**src/design/agptt_pkg.sv**
```systemverilog
// Shared constants and types of the AGP tenure timer block
package agptt_pkg;
    // Register indices; byte address is four times the index
    localparam logic [11:0] AGPTT_MT_IDX      = 12'h0BC;
    localparam logic [11:0] AGPTT_LP_IDX      = 12'h0BD;
    localparam logic [11:0] AGPTT_STAT_IDX    = 12'h0C0;
    localparam logic [11:0] AGPTT_MT_ADDR     = {AGPTT_MT_IDX[9:0], 2'b00};
    localparam logic [11:0] AGPTT_LP_ADDR     = {AGPTT_LP_IDX[9:0], 2'b00};
    localparam logic [11:0] AGPTT_STAT_ADDR   = {AGPTT_STAT_IDX[9:0], 2'b00};
    // Slice count field and reset values
    localparam int          AGPTT_CNT_MSB     = 7;
    localparam int          AGPTT_CNT_LSB     = 3;
    localparam logic [7:0]  AGPTT_MT_RESET    = 8'h10;
    localparam logic [7:0]  AGPTT_LP_RESET    = 8'h10;
    // Status word layout
    localparam int          AGPTT_ST_OWN_LSB  = 0;
    localparam int          AGPTT_ST_TYPE_BIT = 3;
    localparam int          AGPTT_ST_MT_LSB   = 8;
    localparam int          AGPTT_ST_LP_LSB   = 16;

    // Bus owner, Gray coded along idle-ext-host-lp-hp
    typedef enum logic [2:0] {
        AGPTT_IDLE = 3'b000,
        AGPTT_EXT  = 3'b001,
        AGPTT_HOST = 3'b011,
        AGPTT_LP   = 3'b010,
        AGPTT_HP   = 3'b110
    } agptt_owner_t;

    typedef struct packed {
        logic ext;
        logic host;
        logic lp;
        logic lp_write;
        logic hp;
    } agptt_req_t;

    typedef struct packed {
        logic ext;
        logic host;
        logic lp;
        logic hp;
    } agptt_gnt_t;
endpackage

```
**src/design/agptt_timer.sv**
```systemverilog
// Down-counting tenure timer, loaded at the start of a tenure
`timescale 1ns/1ps
module agptt_timer #(
    parameter int W = 8
) (
    input  wire logic         clock,
    input  wire logic         sys_rst,
    input  wire logic         load,
    input  wire logic [W-1:0] value,
    output logic      [W-1:0] remaining,
    output logic              expired
);
    logic [W-1:0] cnt_reg;
    logic [W-1:0] cnt_next;

    assign cnt_next  = load ? value : ((cnt_reg != '0) ? W'(cnt_reg - 1'b1) : '0);
    assign remaining = cnt_reg;
    assign expired   = (cnt_reg == '0);

    always_ff @(posedge clock)
    begin
        if (sys_rst)
            cnt_reg <= '0;
        else
            cnt_reg <= cnt_next;
    end
endmodule

```
**src/design/agptt_regs.sv**
```systemverilog
// Avalon-MM slave holding the two tenure timer registers and status
`timescale 1ns/1ps
module agptt_regs (
    input  wire logic        clock,
    input  wire logic        sys_rst,
    input  wire logic [11:0] avs_address,
    input  wire logic        avs_read,
    input  wire logic        avs_write,
    input  wire logic [31:0] avs_writedata,
    input  wire logic [3:0]  avs_byteenable,
    output logic      [31:0] avs_readdata,
    output logic             avs_waitrequest,
    input  wire logic [31:0] status_word,
    output logic      [4:0]  mt_count,
    output logic      [4:0]  lp_count
);
    logic [4:0]  mt_reg;
    logic [4:0]  lp_reg;
    logic [31:0] rdata_next;
    logic        wait_next;
    logic        do_write;
    logic        hit_mt;
    logic        hit_lp;

    // One wait cycle: waitrequest drops in the cycle after the request
    assign wait_next  = ~((avs_read | avs_write) & avs_waitrequest);
    assign do_write   = avs_write & ~avs_waitrequest & avs_byteenable[0];
    assign hit_mt     = (avs_address == agptt_pkg::AGPTT_MT_ADDR);
    assign hit_lp     = (avs_address == agptt_pkg::AGPTT_LP_ADDR);
    // Reserved low bits and unmapped words read as zero
    assign rdata_next = hit_mt ? {24'h000000, mt_reg, 3'h0} :
                        hit_lp ? {24'h000000, lp_reg, 3'h0} :
                        (avs_address == agptt_pkg::AGPTT_STAT_ADDR) ? status_word : 32'h00000000;
    assign mt_count   = mt_reg;
    assign lp_count   = lp_reg;

    always_ff @(posedge clock)
    begin
        if (sys_rst)
        begin
            mt_reg          <= agptt_pkg::AGPTT_MT_RESET[agptt_pkg::AGPTT_CNT_MSB:agptt_pkg::AGPTT_CNT_LSB];
            lp_reg          <= agptt_pkg::AGPTT_LP_RESET[agptt_pkg::AGPTT_CNT_MSB:agptt_pkg::AGPTT_CNT_LSB];
            avs_waitrequest <= 1'b1;
            avs_readdata    <= 32'h00000000;
        end
        else
        begin
            avs_waitrequest <= wait_next;
            avs_readdata    <= rdata_next;
            if (do_write && hit_mt)
                mt_reg <= avs_writedata[agptt_pkg::AGPTT_CNT_MSB:agptt_pkg::AGPTT_CNT_LSB];
            if (do_write && hit_lp)
                lp_reg <= avs_writedata[agptt_pkg::AGPTT_CNT_MSB:agptt_pkg::AGPTT_CNT_LSB];
        end
    end
endmodule

```
**src/design/agptt_arbiter.sv**
```systemverilog
// AGP/PCI bus arbiter with multi-transaction and low-priority tenure timers
`timescale 1ns/1ps
module agptt_arbiter (
    input  wire logic                 clock,
    input  wire logic                 sys_rst,
    input  wire logic [11:0]          avs_address,
    input  wire logic                 avs_read,
    input  wire logic                 avs_write,
    input  wire logic [31:0]          avs_writedata,
    input  wire logic [3:0]           avs_byteenable,
    output logic      [31:0]          avs_readdata,
    output logic                      avs_waitrequest,
    input  wire agptt_pkg::agptt_req_t req,
    output agptt_pkg::agptt_gnt_t      gnt,
    output logic                      lp_write_type
);
    agptt_pkg::agptt_owner_t owner_reg;
    agptt_pkg::agptt_owner_t owner_next;
    agptt_pkg::agptt_gnt_t   gnt_reg;
    agptt_pkg::agptt_gnt_t   gnt_next;
    logic                    type_reg;
    logic                    type_next;
    logic [4:0]              mt_count;
    logic [4:0]              lp_count;
    logic [7:0]              mt_value;
    logic [7:0]              lp_value;
    logic [7:0]              mt_rem;
    logic [7:0]              lp_rem;
    logic                    mt_expired;
    logic                    lp_expired;
    logic                    mt_disabled;
    logic                    lp_disabled;
    logic                    mt_yield;
    logic                    lp_yield;
    logic                    mt_load;
    logic                    lp_load;
    logic                    lp_same;
    logic                    other_ml;
    logic [31:0]             status_word;
    agptt_pkg::agptt_owner_t idle_pick;

    agptt_regs u_regs (
        .clock           (clock),
        .sys_rst         (sys_rst),
        .avs_address     (avs_address),
        .avs_read        (avs_read),
        .avs_write       (avs_write),
        .avs_writedata   (avs_writedata),
        .avs_byteenable  (avs_byteenable),
        .avs_readdata    (avs_readdata),
        .avs_waitrequest (avs_waitrequest),
        .status_word     (status_word),
        .mt_count        (mt_count),
        .lp_count        (lp_count)
    );

    // byte value is the clock count
    assign mt_value = {mt_count, 3'h0};
    // byte value is the clock count
    assign lp_value = {lp_count, 3'h0};

    assign mt_disabled = (mt_count == 5'h00);
    assign mt_yield    = ~mt_disabled & mt_expired;
    assign lp_disabled = (lp_count == 5'h00);
    assign lp_yield    = lp_disabled | lp_expired;
    assign lp_same     = (req.lp_write == type_reg);
    assign other_ml    = req.ext | req.host;

    // High priority wins from idle, then low priority; master before host bridge
    assign idle_pick = req.hp   ? agptt_pkg::AGPTT_HP   :
                       req.lp   ? agptt_pkg::AGPTT_LP   :
                       req.ext  ? agptt_pkg::AGPTT_EXT  :
                       req.host ? agptt_pkg::AGPTT_HOST : agptt_pkg::AGPTT_IDLE;

    always_comb
    begin
        owner_next = owner_reg;
        if (req.hp)
            owner_next = agptt_pkg::AGPTT_HP;
        else
        begin
            case (owner_reg)
                agptt_pkg::AGPTT_EXT:
                begin
                    if (!req.ext)
                        owner_next = req.host ? agptt_pkg::AGPTT_HOST : idle_pick;
                    else if (mt_yield && req.host)
                        owner_next = agptt_pkg::AGPTT_HOST;
                    else if (mt_yield && req.lp)
                        owner_next = agptt_pkg::AGPTT_LP;
                end
                agptt_pkg::AGPTT_HOST:
                begin
                    if (!req.host)
                        owner_next = req.ext ? agptt_pkg::AGPTT_EXT : idle_pick;
                    else if (mt_yield && req.ext)
                        owner_next = agptt_pkg::AGPTT_EXT;
                    else if (mt_yield && req.lp)
                        owner_next = agptt_pkg::AGPTT_LP;
                end
                agptt_pkg::AGPTT_LP:
                begin
                    // yield only to a pending request
                    if (!req.lp)
                        owner_next = idle_pick;
                    else if (lp_yield && other_ml)
                        owner_next = req.ext ? agptt_pkg::AGPTT_EXT : agptt_pkg::AGPTT_HOST;
                end
                agptt_pkg::AGPTT_IDLE,
                agptt_pkg::AGPTT_HP:
                    owner_next = idle_pick;
                default:
                    owner_next = agptt_pkg::AGPTT_IDLE;
            endcase
        end
    end

    assign mt_load = (owner_next != owner_reg) &&
                     ((owner_next == agptt_pkg::AGPTT_EXT) || (owner_next == agptt_pkg::AGPTT_HOST));
    assign lp_load = (owner_next == agptt_pkg::AGPTT_LP) &&
                     ((owner_reg != agptt_pkg::AGPTT_LP) || !lp_same);
    assign type_next = lp_load ? req.lp_write : type_reg;

    assign gnt_next.ext  = (owner_next == agptt_pkg::AGPTT_EXT);
    assign gnt_next.host = (owner_next == agptt_pkg::AGPTT_HOST);
    assign gnt_next.lp   = (owner_next == agptt_pkg::AGPTT_LP);
    assign gnt_next.hp   = (owner_next == agptt_pkg::AGPTT_HP);

    agptt_timer #(.W(8)) u_mt_timer (
        .clock     (clock),
        .sys_rst   (sys_rst),
        .load      (mt_load),
        .value     (mt_value),
        .remaining (mt_rem),
        .expired   (mt_expired)
    );

    agptt_timer #(.W(8)) u_lp_timer (
        .clock     (clock),
        .sys_rst   (sys_rst),
        .load      (lp_load),
        .value     (lp_value),
        .remaining (lp_rem),
        .expired   (lp_expired)
    );

    assign status_word = {8'h00, lp_rem, mt_rem, 4'h0, type_reg, owner_reg};

    always_ff @(posedge clock)
    begin
        if (sys_rst)
        begin
            owner_reg <= agptt_pkg::AGPTT_IDLE;
            gnt_reg   <= '0;
            type_reg  <= 1'b0;
        end
        else
        begin
            owner_reg <= owner_next;
            gnt_reg   <= gnt_next;
            type_reg  <= type_next;
        end
    end

    assign gnt           = gnt_reg;
    assign lp_write_type = type_reg;
endmodule

```
**config.mk**
```make
export PLATFORM = sky130hd
export DESIGN_NAME = agptt_arbiter
export DESIGN_NICKNAME = d
export VERILOG_FILES = /design/src/design/agptt_pkg.sv /design/src/design/agptt_timer.sv /design/src/design/agptt_regs.sv /design/src/design/agptt_arbiter.sv
export SDC_FILE = /design/constraint.sdc
export NUM_CORES = 1
export LEC_CHECK = 0
export ABC_AREA = 1
export ABC_CLOCK_PERIOD_IN_PS = 3610
export BUFFER_PORTS_ARGS = -buffer_cell sky130_fd_sc_hd__buf_4
export CAP_MARGIN = 20
export CORE_ASPECT_RATIO = 1.25
export CORE_MARGIN = 1
export CORE_UTILIZATION = 53
export DETAILED_ROUTE_END_ITERATION = 16
export GPL_TIMING_DRIVEN = 1
export PLACE_DENSITY = 0.95
export REMOVE_ABC_BUFFERS = 1
export SLEW_MARGIN = 20
export SYNTH_ARGS = -nofsm -noshare
export SYNTH_HDL_FRONTEND = slang
export SYNTH_SLANG_ARGS = --single-unit
```
**constraint.sdc**
```tcl
create_clock -name clock -period 3.61 [get_ports clock]
set_clock_uncertainty 0.1 [all_clocks]
set_input_delay 0.1805 -clock clock [delete_from_list [all_inputs] [get_ports clock]]
set_output_delay 0.1805 -clock clock [all_outputs]
set_load 0.05 [all_outputs]
```
==> results of run 1 <==
-- worst max path at each step --
stage / end / slack (ns) / cells after the start
finish: u_mt_timer.remaining[6]$_SDFF_PP0_ / 1.40 / 17
global route: u_lp_timer.remaining[6]$_SDFF_PP0_ / 1.18 / 16
CTS: u_mt_timer.remaining[6]$_SDFF_PP0_ / 1.39 / 17
detailed placement: u_mt_timer.remaining[6]$_SDFF_PP0_ / 1.39 / 17
global placement: u_lp_timer.remaining[6]$_SDFF_PP0_ / 1.45 / 16
floorplan: u_mt_timer.remaining[6]$_SDFF_PP0_ / 1.61 / 17
-- per-stage QoR --
stage | setup WS, ns | hold WS [ns]
after CTS | 1.39 | 0.00997
after floorplan | 1.61 | 0.150
after global routing | 1.18 | 0.0423
after detailed placement | 1.39 | 0.287
final | 1.40 | 0.0301
after global placement | 1.45 | 0.281
-- critical path: cells and delay by family (launching register included) --
kind,cells,cell delay (ns)
AND/OR/NAND/NOR,15,1.37
flip-flops,1,0.31
buffers and inverters,1,0.13
adder cells (fa/ha/maj),1,0.18
-- where the power goes --
| part | switching (mW) | internal [mW] | total [mW] | leakage [nW] |
|---|---|---|---|---|
| logic | 0.512 | 0.285 | 0.798 | 1.00 |
| registers | 0.0648 | 0.737 | 0.802 | 0.481 |
| clock network | 0.238 | 0.352 | 0.590 | 0.0995 |
| total | 0.816 | 1.37 | 2.19 | 1.58 |
-- cells by family (layout without fill, tap and decap cells) --
| family | Yosys count | in the layout | share of synthesized area |
|---|---|---|---|
| XOR/XNOR | 6 | 6 | 0.0193 |
| flip-flops | 59 | 59 | 0.434 |
| buffers and inverters | 60 | 123 | 0.0937 |
| AND/OR/NAND/NOR | 193 | 193 | 0.344 |
| AO/OA/AOI/OAI | 44 | 44 | 0.0896 |
| other | 1 | 8 | 0.00138 |
| adder cells (fa/ha/maj) | 4 | 4 | 0.0184 |
-- cell usage in the layout, fill, tap and decap left out, types with 6 or more instances in the layout --
cell type,count
o21ai_0,8
o21ai_1,8
nand2_1,61
a21oi_1,20
nand3_1,23
nand4_1,8
conb_1,8
clkbuf_8,11
buf_4,56
inv_2,6
dfxtp_1,59
inv_1,41
nor3_1,7
nor2_1,68
nand2_2,9
-- layer usage --
metal,track usage,routed length [µm],up-vias,part of all wire
li1,-,-,1284,-
met1,0.253,2400,1143,0.41
met2,0.421,2910,108,0.49
met3,0.0495,388,19,0.066
met4,0.160,191,0,0.032
met5,0,0,-,0
-- cell type report --
type / instances / share of cell area
inverters: 48 / 0.0529
repair buffers: 60 / 0.135
clock buffers: 13 / 0.0467
clock inverters: 2 / 0.0103
multi-input cells: 255 / 0.386
well taps: 60 / 0.0221
flip-flops and latches: 59 / 0.347
==> impl_metrics.ini, run 1 <==
[run_status]
outcome = completed

[min_path]
hp-class = in2reg
holdPathEnd = u_regs.lp_count[0]$_SDFFE_PP0P_
worstHoldStart = avs_writedata[3]
holdPathStages = 3

[critical_path]
worstSetupStartpoint = u_mt_timer.remaining[0]$_SDFF_PP0_
rr_endpoint = u_mt_timer.remaining[6]$_SDFF_PP0_
cp_cell_sequence = inv_1 -> ha_1 -> nand2_1 -> nor2_8 -> nand2_2 -> nand2_2 -> nand2_2 -> nand2_2 -> nand2_2 -> nor2_4 -> nand3_4 -> nand2_2 -> nand2_2 -> nor2_4 -> nor2_4 -> nor2_1 -> nor2_1
r2r_cells = 17
crit_required_ns = 3.74
max_stage_delay_ns = 0.31
r2r-start = u_mt_timer.remaining[0]$_SDFF_PP0_
endpoint_kind = flop
start_kind = flop
r2r_slack_ns = 1.40
worstPathArrival_ns = 2.34
slowest_stage = dfxtp_1
cp_max_fo = 9
worstSetupPathType = reg2reg
path_common_cell = nand2_2

[clock_tree]
clockBufferDepth = 2
path_clk_slew_ns = 0.06
h-tree-depth = 3
cts_num_sinks = 59
cts_root_buf = clkbuf_8
clk_latency_ns = 0.34
hold_buffers = 4
post_cts_buffers = 0
cts_tree = built
cts_buffers = 9
cts_resized = 0

[power]
power_mw = 2.19
power_density_nw_per_um2 = 643
ir_worst_vdd_mv = 0.305
p_leak_nw = 1.58

[synth]
synth_edf_count = 0
yosysTopAreaCellShare = 0.434
synthCells = 367
ys_types = 38
synth_top_cell_by_area = dfxtp_1
synth_area_per_cell_um2 = 7.42
yosys_most_used_dff = dfxtp_1
synth_async_sr_flop_share = 0
yosysWarnings = 0
yosys-top-cells-count = nor2_1, nand2_1, dfxtp_1
yosys-top-cells-area = dfxtp_1, nor2_1, nand2_1
yosysSeqAreaShare = 0.434
synth_area_um2 = 2720
synth.most_common_cell = nor2_1
synth-seq-cells = 59

[drt]
wl_per_cell_um = 11.9
wl_mm = 5.89
vias_per_cell = 5.14
drtPass1Iterations = 5
num_vias = 2554
ant_nets = 0
drt_iter0_drc = 103
drc = 0

[cells_and_area]
area_delta_synth_final_pct = 25.0
drive_above_1_share = 0.224
fillers = 369
fin_cells = 497
final_cell_area_um2 = 3400
ff_latch_area_um2 = 1180
post-route-util = 0.704
largest_reg_flops = 24
multi_input_area_um2 = 1310
diodes = 0
nets = 494
regMostFlops = u_regs.avs_readdata

[floorplan]
initial_core_util = 0.563
fp.dieW_um = 66.1
fp.dieH_um = 82.2
rows = 28
io_pins = 95
core-area_um2 = 4830
dieArea_um2 = 5430

[global_route]
gr-usage-all-layers = 0.238
antenna_found_initial = 0
overflow = 0
grt_pass1_wl_mm = 9.66
grt_max_degree = 25
grt_pass1_vias = 2309

[timing]
rsz0062_at_grt = no
period_share = 0.612
setup_viol = 0
slew_viol_final = 0
maxSlewHeadroom = 0.503
fin_crit_ns = 2.21
setup_tns_ns = 0
max_slew.worst_pin.slew_ns = 0.743
final-hold-violation-count = 0
fmax_mhz = 452

[place]
place_area_um2 = 3170
portBuffers = 56
dp.cells = 478
dp_hpwl_mm = 4.24
gp_congestion = 0.840

[job]
max_cap_violations = 0
No activity file was read; power rests on OpenSTA's default activity.
==> run 2: changes to the inputs <==
Settings changed: ABC_CLOCK_PERIOD_IN_PS 3610 to 2100, CORE_UTILIZATION 53 to 50, PLACE_DENSITY 0.95 to 0.91.
Clock period 3.61 ns to 2.1 ns, I/O delays scaled along.
==> run 2 against run 1 <==
Against the previous run: critical path depth stayed put; total power is 92% higher; combinational power is 130% higher; largest power group is now combinational cells; sequential power is 76% higher; final area is 9.0% higher; global-route usage is 0.055 points lower; fmax is 8.9% higher; non-clock buffer count is 20 higher; count of clock-buffer cells in the layout is 2 higher; setup slack worse by 1.3 ns.
==> impl_metrics.ini, run 2 (same netlist as run 1, synthesis figures left out) <==
[run_status]
outcome = completed

[power]
p_leak_nw = 1.70
ir_worst_vdd_mv = 0.532
power_density_nw_per_um2 = 1130

[floorplan]
initial_core_util = 0.529
core-area_um2 = 5150
fp.dieH_um = 84.5
io_pins = 95
dieArea_um2 = 5750
fp.dieW_um = 68.0
rows = 29

[timing]
fin_crit_ns = 2.03
whs_ns = 0.0205
rsz0062_at_grt = yes
fmax_mhz = 493
setup_viol = 0
period_share = 0.966
slew_viol_final = 0
final-hold-violation-count = 0

[drt]
wl_per_cell_um = 12.8
drt_iter0_drc = 179
drc = 0
wl_mm = 6.66
vias_per_cell = 5.16
num_vias = 2683
drtPass1Iterations = 7
ant_nets = 0

[global_route]
grt_pass1_wl_mm = 10.3
grt_max_degree = 20
grt_pass1_vias = 2534
gr-usage-all-layers = 0.238
overflow = 0
antenna_found_initial = 0

[clock_tree]
h-tree-depth = 3
clk_latency_ns = 0.34
cts_tree = built
clockBufferDepth = 2
cts_num_sinks = 59
path_clk_slew_ns = 0.06
cts_root_buf = clkbuf_8
cts_buffers = 9

[critical_path]
worstSetupPathType = reg2reg
cp_max_fo = 5
cp.buffers_inverters = 1
critical_path.top_delay_family = simple AND/OR/NAND/NOR gates
slowest_stage = dfxtp_1
endpoint_kind = flop
max_stage_delay_ns = 0.30
worstPathArrival_ns = 2.21
start_kind = flop
crit_required_ns = 2.28
cp_cell_sequence = inv_1 -> nand2_1 -> nor2_4 -> nand2_2 -> nand2_4 -> nand2_2 -> nand2_1 -> nand2_1 -> nand2_1 -> nand2_2 -> nand3_4 -> nand2_2 -> nand2_2 -> nand3_4 -> nand3_2 -> nand2_1 -> nor2_1
r2r_slack_ns = 0.07

[cells_and_area]
regMostFlops = u_regs.avs_readdata
area_delta_synth_final_pct = 36.2
nets = 514
fillers = 393
post-route-util = 0.720
final_common_cell = buf_4
mostFrequentLayoutCells = buf_4, nor2_1, dfxtp_1, nand2_1, inv_1
drive_above_1_share = 0.325
fin_cells = 520
diodes = 0
largest_reg_flops = 24

[place]
dp_hpwl_mm = 4.33
portBuffers = 56
gp_congestion = 0.864
dp.cells = 490

[job]
max_cap_violations = 0

[min_path]
hp-class = in2reg
-- run 2: cell type report --
type | instances | area (µm²) | share of cell area
Timing Repair Buffer | 80 | 623 | 0.168
Tap cell | 62 | 77.6 | 0.0209
Clock inverter | 1 | 5.00 | 0.00135
Inverter | 48 | 180 | 0.0486
Clock buffer | 15 | 186 | 0.0502
Multi-Input combinational cell | 255 | 1450 | 0.390
Sequential cell | 59 | 1190 | 0.321
-- run 2: power breakdown --
group          leakage, nW  switching (mW)  total [mW]  internal [mW]
Sequential           0.483           0.128        1.41           1.28
Combinational         1.11            1.09        1.81          0.717
Clock               0.0997           0.421       0.977          0.556
-- run 2: worst paths after layout --
check                                                          end  cells past startpoint                               start
worst max-delay path            u_mt_timer.remaining[7]$_SDFF_PP0_                     17  u_lp_timer.remaining[6]$_SDFF_PP0_
worst min-delay path                       owner_reg[0]$_SDFF_PP0_                      4                              req[0]
worst max register to register  u_mt_timer.remaining[7]$_SDFF_PP0_                     17  u_lp_timer.remaining[6]$_SDFF_PP0_
worst min register to register  u_lp_timer.remaining[0]$_SDFF_PP0_                      1  u_lp_timer.remaining[0]$_SDFF_PP0_
-- run 2: metal layers --
layer	GRT usage	vias to the layer above	share of wire
met5	0	-	0
met4	0.167	0	0.042
met3	0.0353	29	0.059
met2	0.405	136	0.52
met1	0.258	1187	0.38
li1	-	1331	-
-- run 2: repair_timing --
| item | in CTS | in global routing |
|---|---|---|
| endpoints found under the hold margin | 22 | 0 |
| pin swaps | 1 | 16 |
| setup buffers | 0 | 5 |
| endpoints found under the setup margin | 17 | 18 |
| hold buffers | 9 | 0 |
| resized for setup | 4 | 41 |
| cloned | 0 | 0 |
-- run 2: metrics by stage --
step           total power [mW]  worst slack [ns]  setup TNS (ns)  cell area (µm²)
2_1_floorplan              2.46             0.104               0             2680
4_1_cts                    3.85           0.00102               0             3540
3_3_place_gp               2.76            0.0806               0             3250
6_report                   4.19            0.0705               0             3710
5_1_grt                    4.43           -0.0604          -0.302             3710
3_5_place_dp               2.82           -0.0391          -0.174             3250
-- run 2: worst reg2reg max path, stage by stage (launching register included) --
cell and delay, ns:
dfxtp_1 0.30, inv_1 0.14, nand2_1 0.12, nor2_4 0.13, nand2_2 0.08, nand2_4 0.10
nand2_2 0.05, nand2_1 0.06, nand2_1 0.09, nand2_1 0.08, nand2_2 0.08, nand3_4 0.10
nand2_2 0.06, nand2_2 0.10, nand3_4 0.12, nand3_2 0.09, nand2_1 0.05, nor2_1 0.11
